File: src/core/mtf_pkg.sv
package mtf_pkg;

	////////////////////////////////////////////////////////////////////////
	// bus register map, byte offsets inside a 256-byte window
	localparam logic [7:0] MTF_CTRL_OFS = 8'h00;
	localparam logic [7:0] MTF_STATUS_OFS = 8'h04;
	localparam logic [7:0] MTF_ACC_OFS = 8'h08;
	localparam logic [7:0] MTF_CYCLES_OFS = 8'h0c;
	localparam logic [1:0] MTF_DMEM_SEL = 2'h1;
	localparam logic [0:0] MTF_PMEM_SEL = 1'h1;

	localparam int MTF_CTRL_RUN_BIT = 0;
	localparam int MTF_CTRL_WAKE_BIT = 1;
	localparam int MTF_ST_BUSY_BIT = 0;
	localparam int MTF_ST_HALT_BIT = 1;
	localparam int MTF_ST_TIMEOUT_BIT = 2;
	localparam int MTF_ST_PD_BIT = 3;
	localparam int MTF_ST_PRE_BIT = 4;
	localparam int MTF_ST_PC_LSB = 8;
	localparam int MTF_TABLE_HIGH_BYTE_LSB = 8;

	////////////////////////////////////////////////////////////////////////
	// data memory addresses with special meaning
	localparam logic [3:0] MTF_DM_PC_LOW = 4'hf;
	localparam logic [3:0] MTF_DM_TBLP = 4'he;

	localparam int MTF_WATCHDOG_TIMEOUT_DEFAULT = 65535;
	localparam logic [7:0] MTF_PC_RESET = 8'h00;

	typedef enum logic [4:0] {
		MTF_OP_NOP = 5'h00, MTF_OP_MOVE_A_M = 5'h01, MTF_OP_MOVE_M_A = 5'h02,
		MTF_OP_MOVE_A_X = 5'h03, MTF_OP_CLR_BIT = 5'h04, MTF_OP_SET_BIT = 5'h05,
		MTF_OP_RETURN_WITH_VALUE = 5'h06, MTF_OP_SKIP_ZERO = 5'h07,
		MTF_OP_SKIP_ZERO_MOVE = 5'h08, MTF_OP_SKIP_BIT_CLR = 5'h09,
		MTF_OP_SKIP_BIT_SET = 5'h0a, MTF_OP_INC_SKIP = 5'h0b,
		MTF_OP_INC_SKIP_TO_ACC = 5'h0c, MTF_OP_DEC_SKIP = 5'h0d,
		MTF_OP_DEC_SKIP_TO_ACC = 5'h0e, MTF_OP_TABLE_READ = 5'h0f,
		MTF_OP_NIBBLE_EXCHANGE = 5'h10, MTF_OP_NIBBLE_EXCHANGE_TO_ACC = 5'h11,
		MTF_OP_WATCHDOG_CLEAR = 5'h12, MTF_OP_WATCHDOG_PRECLEAR_FIRST = 5'h13,
		MTF_OP_WATCHDOG_PRECLEAR_SECOND = 5'h14, MTF_OP_HALT = 5'h15,
		MTF_OP_JUMP = 5'h16, MTF_OP_CALL = 5'h17, MTF_OP_RETURN = 5'h18,
		MTF_OP_INTERRUPT_RETURN = 5'h19
	} mtf_op_t;

	typedef enum logic [1:0] {
		MTF_IDLE = 2'b00,
		MTF_EXEC = 2'b01,
		MTF_EXTRA = 2'b11,
		MTF_HALTED = 2'b10
	} mtf_state_t;

	typedef struct packed {
		mtf_op_t op;
		logic [2:0] bit_sel;
		logic [7:0] operand;
	} mtf_instr_t;

	typedef struct packed {
		logic active;
		logic write;
		logic hit;
		logic [7:0] addr;
	} mtf_bus_req_t;

	typedef struct packed {
		mtf_state_t state;
		logic run;
		logic watchdog_timeout_flag;
		logic power_down_flag;
		logic pre_pend;
		logic pre_last_second;
		logic [7:0] pc;
		logic [7:0] accumulator;
		logic [7:0] table_high_byte;
		logic [1:0] sp;
		logic [3:0][7:0] stack;
		logic [15:0][7:0] dmem;
		logic [31:0][15:0] pmem;
		logic [15:0] watchdog_counter;
		logic [15:0] cycles;
		mtf_bus_req_t req;
		logic rd_wait;
		logic hready;
		logic hresp;
		logic [31:0] rdata;
	} mtf_regs_t;

	localparam mtf_regs_t MTF_REGS_RESET = '{state: MTF_IDLE, pc: MTF_PC_RESET, hready: 1'b1, default: '0};

endpackage

File: src/core/mtf_core.sv
// Function
// [RULE1] byte moves acc/memory/immediate, one cycle, flags kept
// [RULE2] clear or set one memory bit, one cycle
// [RULE3] return with value: pop, load acc, two cycles
// [RULE4] skip next when memory byte is zero
// [RULE5] move byte to acc and skip when zero
// [RULE6] skip on chosen bit clear or set
// [RULE7] increment, skip on zero, to memory or acc
// [RULE8] decrement, skip on zero, to memory or acc
// [RULE9] skip taken costs two cycles, else one
// [RULE10] writing program counter low costs two cycles
// [RULE11] paired pre-clears clear flags only when consecutive
// [RULE12] table read fills high byte and memory, two cycles
// [RULE13] nibble swap in place or to acc, one cycle
// [RULE14] halt enters power-down in one cycle, touches flags
// [RULE15] watchdog clear resets counter and both flags
// [RULE16] power-down stops core, clears watchdog, sets pd flag
// [RULE17] jump, call, return, interrupt return take two cycles
module mtf_core
	import mtf_pkg::*;
#(
	parameter int unsigned WATCHDOG_TIMEOUT_CYCLES = MTF_WATCHDOG_TIMEOUT_DEFAULT
) (
	input wire logic hclk,
	input wire logic hresetn,
	input wire logic hsel,
	input wire logic [31:0] haddr,
	input wire logic [1:0] htrans,
	input wire logic hwrite,
	input wire logic [2:0] hsize,
	input wire logic [31:0] hwdata,
	input wire logic hready,
	output logic hreadyout,
	output logic hresp,
	output logic [31:0] hrdata
);

	////////////////////////////////////////////////////////////////////////
	// address 0xf of data memory is the program counter low byte
	function automatic logic [7:0] dm_read(input mtf_regs_t s, input logic [3:0] a);
		dm_read = (a == MTF_DM_PC_LOW) ? s.pc : s.dmem[a];
	endfunction

	// window decode shared by bus reads and memory loads
	function automatic logic in_pmem(input logic [7:0] a);
		in_pmem = (a[7] == MTF_PMEM_SEL);
	endfunction

	function automatic logic in_dmem(input logic [7:0] a);
		in_dmem = (a[7:6] == MTF_DMEM_SEL);
	endfunction

	// shared by every skip-on-zero form
	function automatic logic is_zero(input logic [7:0] v);
		is_zero = (v == 8'h00);
	endfunction

	// anything unmapped falls through and reads as zero
	function automatic logic [31:0] bus_read(input mtf_regs_t s, input logic [7:0] a);
		bus_read = 32'h0000_0000;
		if (in_pmem(a)) begin
			bus_read[15:0] = s.pmem[a[6:2]];
		end else if (in_dmem(a)) begin
			bus_read[7:0] = dm_read(s, a[5:2]);
		end else if (a == MTF_CTRL_OFS) begin
			bus_read[MTF_CTRL_RUN_BIT] = s.run;
		end else if (a == MTF_STATUS_OFS) begin
			bus_read[MTF_ST_BUSY_BIT] = s.state[0];
			bus_read[MTF_ST_HALT_BIT] = (s.state == MTF_HALTED);
			bus_read[MTF_ST_TIMEOUT_BIT] = s.watchdog_timeout_flag;
			bus_read[MTF_ST_PD_BIT] = s.power_down_flag;
			bus_read[MTF_ST_PRE_BIT] = s.pre_pend;
			bus_read[MTF_ST_PC_LSB +: 8] = s.pc;
		end else if (a == MTF_ACC_OFS) begin
			bus_read[7:0] = s.accumulator;
			bus_read[MTF_TABLE_HIGH_BYTE_LSB +: 8] = s.table_high_byte;
		end else if (a == MTF_CYCLES_OFS) begin
			bus_read[15:0] = s.cycles;
		end
	endfunction

	mtf_regs_t r_reg;
	mtf_regs_t r_next;
	mtf_instr_t ir;
	logic [7:0] mval;
	logic [7:0] wdat;
	logic [7:0] pc_inc;
	logic [7:0] inc_val;
	logic [7:0] dec_val;
	logic [15:0] tword;
	logic mw;
	logic skip;
	logic two;
	logic wdt_ovf;
	logic accept;

	assign hreadyout = r_reg.hready;
	assign hresp = r_reg.hresp;
	assign hrdata = r_reg.rdata;

	always_comb begin
		r_next = r_reg;
		ir = r_reg.pmem[r_reg.pc[4:0]];
		mval = dm_read(r_reg, ir.operand[3:0]);
		pc_inc = r_reg.pc + 8'h01;
		inc_val = mval + 8'h01;
		dec_val = mval - 8'h01;
		tword = r_reg.pmem[r_reg.dmem[MTF_DM_TBLP][4:0]];
		wdat = 8'h00;
		mw = 1'b0;
		skip = 1'b0;
		two = 1'b0;
		accept = hsel && htrans[1] && hready;
		// watchdog only ticks while the core clock would run
		wdt_ovf = r_reg.state[0] && (r_reg.watchdog_counter == 16'(WATCHDOG_TIMEOUT_CYCLES - 1));
		if (r_reg.state[0]) begin
			r_next.cycles = r_reg.cycles + 16'h0001;
			r_next.watchdog_counter = wdt_ovf ? 16'h0000 : r_reg.watchdog_counter + 16'h0001;
		end

		////////////////////////////////////////////////////////////////////
		// core sequencer
		unique case (r_reg.state)
			MTF_IDLE: begin
				if (r_reg.run) begin
					r_next.state = MTF_EXEC;
				end
			end
			MTF_EXTRA: begin
				r_next.state = r_reg.run ? MTF_EXEC : MTF_IDLE;
			end
			MTF_HALTED: begin
			end
			MTF_EXEC: begin
				r_next.pc = pc_inc;
				r_next.pre_pend = 1'b0;
				case (ir.op)
					MTF_OP_MOVE_A_M: r_next.accumulator = mval; // see [RULE1]
					MTF_OP_MOVE_M_A: begin // see [RULE1]
						mw = 1'b1;
						wdat = r_reg.accumulator;
					end
					MTF_OP_MOVE_A_X: r_next.accumulator = ir.operand; // see [RULE1]
					MTF_OP_CLR_BIT: begin // see [RULE2]
						mw = 1'b1;
						wdat = mval & ~(8'h01 << ir.bit_sel);
					end
					MTF_OP_SET_BIT: begin // see [RULE2]
						mw = 1'b1;
						wdat = mval | (8'h01 << ir.bit_sel);
					end
					MTF_OP_RETURN_WITH_VALUE: begin // see [RULE3]
						r_next.accumulator = ir.operand;
						r_next.pc = r_reg.stack[r_reg.sp - 2'd1];
						r_next.sp = r_reg.sp - 2'd1;
						two = 1'b1;
					end
					MTF_OP_SKIP_ZERO: skip = is_zero(mval); // see [RULE4]
					MTF_OP_SKIP_ZERO_MOVE: begin // see [RULE5]
						r_next.accumulator = mval;
						skip = is_zero(mval);
					end
					MTF_OP_SKIP_BIT_CLR: skip = !mval[ir.bit_sel]; // see [RULE6]
					MTF_OP_SKIP_BIT_SET: skip = mval[ir.bit_sel]; // see [RULE6]
					MTF_OP_INC_SKIP: begin // see [RULE7]
						mw = 1'b1;
						wdat = inc_val;
						skip = is_zero(inc_val);
					end
					MTF_OP_INC_SKIP_TO_ACC: begin // see [RULE7]
						r_next.accumulator = inc_val;
						skip = is_zero(inc_val);
					end
					MTF_OP_DEC_SKIP: begin // see [RULE8]
						mw = 1'b1;
						wdat = dec_val;
						skip = is_zero(dec_val);
					end
					MTF_OP_DEC_SKIP_TO_ACC: begin // see [RULE8]
						r_next.accumulator = dec_val;
						skip = is_zero(dec_val);
					end
					MTF_OP_TABLE_READ: begin // see [RULE12]
						r_next.table_high_byte = tword[15:8];
						mw = 1'b1;
						wdat = tword[7:0];
						two = 1'b1;
					end
					MTF_OP_NIBBLE_EXCHANGE: begin // see [RULE13]
						mw = 1'b1;
						wdat = {mval[3:0], mval[7:4]};
					end
					MTF_OP_NIBBLE_EXCHANGE_TO_ACC: r_next.accumulator = {mval[3:0], mval[7:4]}; // see [RULE13]
					MTF_OP_WATCHDOG_CLEAR: begin // see [RULE15]
						r_next.watchdog_counter = 16'h0000;
						r_next.watchdog_timeout_flag = 1'b0;
						r_next.power_down_flag = 1'b0;
					end
					MTF_OP_WATCHDOG_PRECLEAR_FIRST, MTF_OP_WATCHDOG_PRECLEAR_SECOND: begin
						// repeating the same half restarts the pair
						if (r_reg.pre_pend && (r_reg.pre_last_second != (ir.op == MTF_OP_WATCHDOG_PRECLEAR_SECOND))) begin
							r_next.watchdog_counter = 16'h0000; // see [RULE11]
							r_next.watchdog_timeout_flag = 1'b0;
							r_next.power_down_flag = 1'b0;
						end else begin
							r_next.pre_pend = 1'b1;
							r_next.pre_last_second = (ir.op == MTF_OP_WATCHDOG_PRECLEAR_SECOND);
						end
					end
					MTF_OP_HALT: begin // see [RULE14]
						r_next.watchdog_counter = 16'h0000; // see [RULE16]
						r_next.watchdog_timeout_flag = 1'b0;
						r_next.power_down_flag = 1'b1;
					end
					MTF_OP_JUMP: begin // see [RULE17]
						r_next.pc = ir.operand;
						two = 1'b1;
					end
					MTF_OP_CALL: begin // see [RULE17]
						r_next.stack[r_reg.sp] = pc_inc;
						r_next.sp = r_reg.sp + 2'd1;
						r_next.pc = ir.operand;
						two = 1'b1;
					end
					MTF_OP_RETURN, MTF_OP_INTERRUPT_RETURN: begin // see [RULE17]
						r_next.pc = r_reg.stack[r_reg.sp - 2'd1];
						r_next.sp = r_reg.sp - 2'd1;
						two = 1'b1;
					end
					default: begin
					end
				endcase
				// the skipped word is never fetched, the extra cycle stands in for it
				if (skip) begin
					r_next.pc = r_reg.pc + 8'h02; // see [RULE4]
				end
				if (mw) begin
					if (ir.operand[3:0] == MTF_DM_PC_LOW) begin
						// a computed jump wins over the skip
						r_next.pc = wdat;
						two = 1'b1; // see [RULE10]
					end else begin
						r_next.dmem[ir.operand[3:0]] = wdat;
					end
				end
				if (ir.op == MTF_OP_HALT) begin
					r_next.state = MTF_HALTED; // see [RULE16]
				end else if (skip || two) begin
					r_next.state = MTF_EXTRA; // see [RULE9]
				end else begin
					r_next.state = r_reg.run ? MTF_EXEC : MTF_IDLE;
				end
			end
		endcase
		// a timeout in the same cycle as a clear still gets flagged
		if (wdt_ovf) begin
			r_next.watchdog_timeout_flag = 1'b1;
		end

		////////////////////////////////////////////////////////////////////
		// bus slave: writes with no wait, reads with one wait state
		r_next.hresp = 1'b0;
		if (r_reg.rd_wait) begin
			r_next.rdata = r_reg.req.hit ? bus_read(r_reg, r_reg.req.addr) : 32'h0000_0000;
			r_next.hready = 1'b1;
			r_next.rd_wait = 1'b0;
		end
		if (r_reg.req.active && r_reg.req.write && r_reg.req.hit) begin
			if (r_reg.req.addr == MTF_CTRL_OFS) begin
				r_next.run = hwdata[MTF_CTRL_RUN_BIT];
				if (hwdata[MTF_CTRL_WAKE_BIT] && r_reg.state == MTF_HALTED) begin
					r_next.state = hwdata[MTF_CTRL_RUN_BIT] ? MTF_EXEC : MTF_IDLE;
				end
			end else if (r_reg.state == MTF_IDLE) begin
				// memories are only loadable while the core stands still
				if (in_pmem(r_reg.req.addr)) begin
					r_next.pmem[r_reg.req.addr[6:2]] = hwdata[15:0];
				end else if (in_dmem(r_reg.req.addr)) begin
					if (r_reg.req.addr[5:2] == MTF_DM_PC_LOW) begin
						r_next.pc = hwdata[7:0];
					end else begin
						r_next.dmem[r_reg.req.addr[5:2]] = hwdata[7:0];
					end
				end
			end
		end
		r_next.req.active = accept;
		r_next.req.write = hwrite;
		r_next.req.hit = (haddr[31:8] == 24'h000000) && (hsize == 3'h2);
		r_next.req.addr = haddr[7:0];
		if (accept && !hwrite) begin
			r_next.rd_wait = 1'b1;
			r_next.hready = 1'b0;
		end
	end

	always_ff @(posedge hclk or negedge hresetn) begin
		if (!hresetn) begin
			r_reg <= MTF_REGS_RESET;
		end else begin
			r_reg <= r_next;
		end
	end

endmodule

File: config.mk
export PLATFORM = sky130hd
export DESIGN_NAME = mtf_core
export DESIGN_NICKNAME = d
export VERILOG_FILES = /design/src/core/mtf_pkg.sv /design/src/core/mtf_core.sv
export SDC_FILE = /design/constraint.sdc
export NUM_CORES = 2
export LEC_CHECK = 0
export ABC_CLOCK_PERIOD_IN_PS = 9300
export BUFFER_PORTS_ARGS = -buffer_cell sky130_fd_sc_hd__buf_4
export CORE_MARGIN = 8
export CORE_UTILIZATION = 42
export CTS_CLUSTER_DIAMETER = 120
export DETAILED_ROUTE_END_ITERATION = 10
export PLACE_DENSITY = 0.6
export SYNTH_ARGS = -nofsm -noshare
export SYNTH_HDL_FRONTEND = slang
export SYNTH_SLANG_ARGS = --single-unit
File: constraint.sdc
create_clock -name hclk -period 9.3 [get_ports hclk]
set_input_delay 0.465 -clock hclk [delete_from_list [all_inputs] [get_ports hclk]]
set_output_delay 0.465 -clock hclk [all_outputs]
set_load 0.01 [all_outputs]
==> flow_summary.toml <==
[die]
rows = 123
die_w_um = 352
start_util_pct = 42.2
io_pins = 108
core_um2 = 112000
dieArea_um2 = 124000
fp.dieH_um = 352

[pwr]
swShare_pct = 23.3
pwr-share-comb_pct = 3.7
vdd_drop_max_mv = 0.118
intPower_w = 0.00567
total_power_w = 0.00740
power_switching_w = 0.00172
seq_power_share_pct = 44.8
power_density_nw_per_um2 = 141
p_leak_nw = 22.0
clockPowerShare_pct = 51.5

[logic_synthesis]
synthFlopType = "dfrtp_1"
synth_top_area_share_pct = 40.0
synth_edf_count = 0
synth_area_leaders = "dfrtp_1 40%, mux4_2 22%, mux2_2 14%"
yosysWarnings = 0
netlist_area_um2 = 47400
ys_types = 98
syn_avg_cell_area_um2 = 12.6
yosysTopAreaCell = "dfrtp_1"
ys_seq_elements = 758
ys_async_sr_fraction_pct = 100
yosysSeqAreaShare_pct = 40.0
synthCells = 3758

[clocking]
clk_path_buf_depth = 3
cts_resized = 0
ctsHtreeMaxLevel = 3
cts_tree = "built"
cts_setup_buffers = 0
cts_sinks = 758
postCtsHoldBufs = 10
cts-root-buf = "clkbuf_16"
numCtsBuffers = 87
clkTransAtPathRegs_ns = 0.07
clk_latency_ns = 0.69

[global_routing]
first_global_vias = 34000
overflow = 0
grt_usage_pct = 25.4
grt_pass1_wl_mm = 239
antenna_found_initial = 5
grt_max_degree = 161

[timing]
fin_crit_ns = 7.56
finalCritPeriodShare_pct = 81.3
fmax_mhz = 132
rsz0062_at_grt = "no"
setup_viol = 0
hold_violations = 0
tns_ns = 0
tightestPinTransition_ns = 1.26
drv_slew = 0
relSlewSlack_pct = 16.1
skew_ns = 0.0317

[critical_path]
critical_path.max_fanout = 29
path_class = "flop to flop"
arrival_ns = 8.03
reg2reg_depth = 19
cp-end-kind = "flop"
critPathLaunchType = "flop"
required_ns = 9.77

[placed_design]
portBuffers = 73
place_congestion = 0.959
dp_hpwl_mm = 100

[detailed_routing]
ant_nets = 0
drt_first_pass_iters = 8
post-route-drc-count = 0
wirelength_mm = 161
routedWlPerCell_um = 30.8
drt_first_iter_violations = 3668
via_per_inst = 6.56
vias = 34300

[worst_hold_path]
hold_path_depth = 4
hold_class = "primary input to flop"

[job]
cap_violations = 0

[final_layout]
layout_commonest_cell = "dfrtp_1"
drive_above_1_share_pct = 38.6
layout_common_cells = "743 x dfrtp_1, 584 x mux2_2, 455 x mux4_2, 282 x nand2_1, 215 x o21ai_0"
nNetsFinal = 3747
syn_to_final_growth_pct = 10.5

[outcome]
outcome = "complete, no violations"
[final timing paths]
| check | start | slack [ns] | end |
|---|---|---|---|
| setup reg to reg | r_reg[769] | 1.74 | r_reg[772] |
| hold reg to reg | flop | 0.48 | flop |
| setup / recovery | r_reg[769] | 1.74 | r_reg[772] |
| max in group asynchronous | hresetn | 6.61 | async pin |
| hold / removal | hsize[0] | 0.04 | r_reg[43] |
| min in group asynchronous | hresetn | 0.42 | r_reg[769] |
[synth_stat cells (9+ instances only)]
master	n
nand2b_1	12
o21ai_0	215
xnor2_1	32
nand3_1	71
a21o_1	11
a221o_1	16
a21oi_1	81
mux4_2	455
o221ai_1	16
o22ai_1	29
mux2_2	584
nor2b_1	33
nor4_1	26
a22oi_1	15
o211ai_1	20
dfrtp_1	757
nand4_1	15
clkbuf_1	232
or3_1	11
or2_2	9
a221oi_1	33
and3_1	10
buf_4	44
buf_6	13
ha_1	13
nand2_1	282
a211oi_1	17
buf_1	48
buf_2	26
xor2_1	19
inv_1	40
mux2i_1	203
nor3_1	38
nor2_1	175
[power groups by stage]
stage / sequential (W) / combinational [W] / clock [W]
4_1_cts: 0.00332 / 0.000273 / 0.00387
2_1_floorplan: 0.00337 / 0.000127 / 0
3_5_place_dp: 0.00338 / 0.000270 / 0
3_3_place_gp: 0.00338 / 0.000269 / 0
5_1_grt: 0.00331 / 0.000291 / 0.00401
6_report: 0.00332 / 0.000271 / 0.00381
[cell type report]
class / instances / area, um^2
Fill cell: 9963 / 59800
Multi-Input combinational cell: 2610 / 26900
Sequential cell: 758 / 19000
Clock buffer: 116 / 2450
Tap cell: 1500 / 1880
Timing Repair Buffer: 162 / 1350
Clock inverter: 39 / 683
Inverter: 41 / 154
Antenna cell: 2 / 5.00
[layer usage]
layer  track usage (%)  share of wire [%]
met1              34.9                 41
met4              10.8                4.7
met5                 0              0.029
met3              6.93                 10
met2              37.7                 44
[kinds of logic after synthesis]
| family | Yosys count | share of synthesized area, % |
|---|---|---|
| AND/OR/NAND/NOR | 738 | 7.32 |
| multiplexers | 1246 | 40.0 |
| other | 1 | 0.00791 |
| adder cells (fa/ha/maj) | 13 | 0.343 |
| XOR/XNOR | 51 | 0.942 |
| buffers and inverters | 406 | 3.86 |
| AO/OA/AOI/OAI | 545 | 7.54 |
| flip-flops | 758 | 40.0 |
[per-stage QoR]
stage               area (um^2)  utilization (%)  setup slack, ns  hold WS [ns]  std cells
floorplan                 47500                -             4.09         0.169       3774
global placement          49100             43.8             2.11         0.457       5061
detailed placement        49100             43.8             2.04         0.469       5061
CTS                       52400             46.7             1.95        0.0145       5226
global route              52400             46.7             1.60        0.0559       5226
finish                    52400             46.7             1.74        0.0415       5228
[worst max-delay path: stages (launching register included)]
cell and delay (ns):
dfrtp_4 0.83, buf_4 0.51, mux4_1 0.61, a22o_1 0.25
a211oi_2 0.48, nor2_2 0.05, buf_4 0.25, nor3_1 0.53
a32oi_1 0.28, and4_1 0.39, or2_2 0.40, inv_1 0.25
ha_1 0.36, nand2_1 0.13, nor4_4 0.19, nand2_1 0.14
xor2_1 0.33, a311o_2 0.33, nor2_1 0.14, o41ai_1 0.82
(Power assumes the default switching activity.)
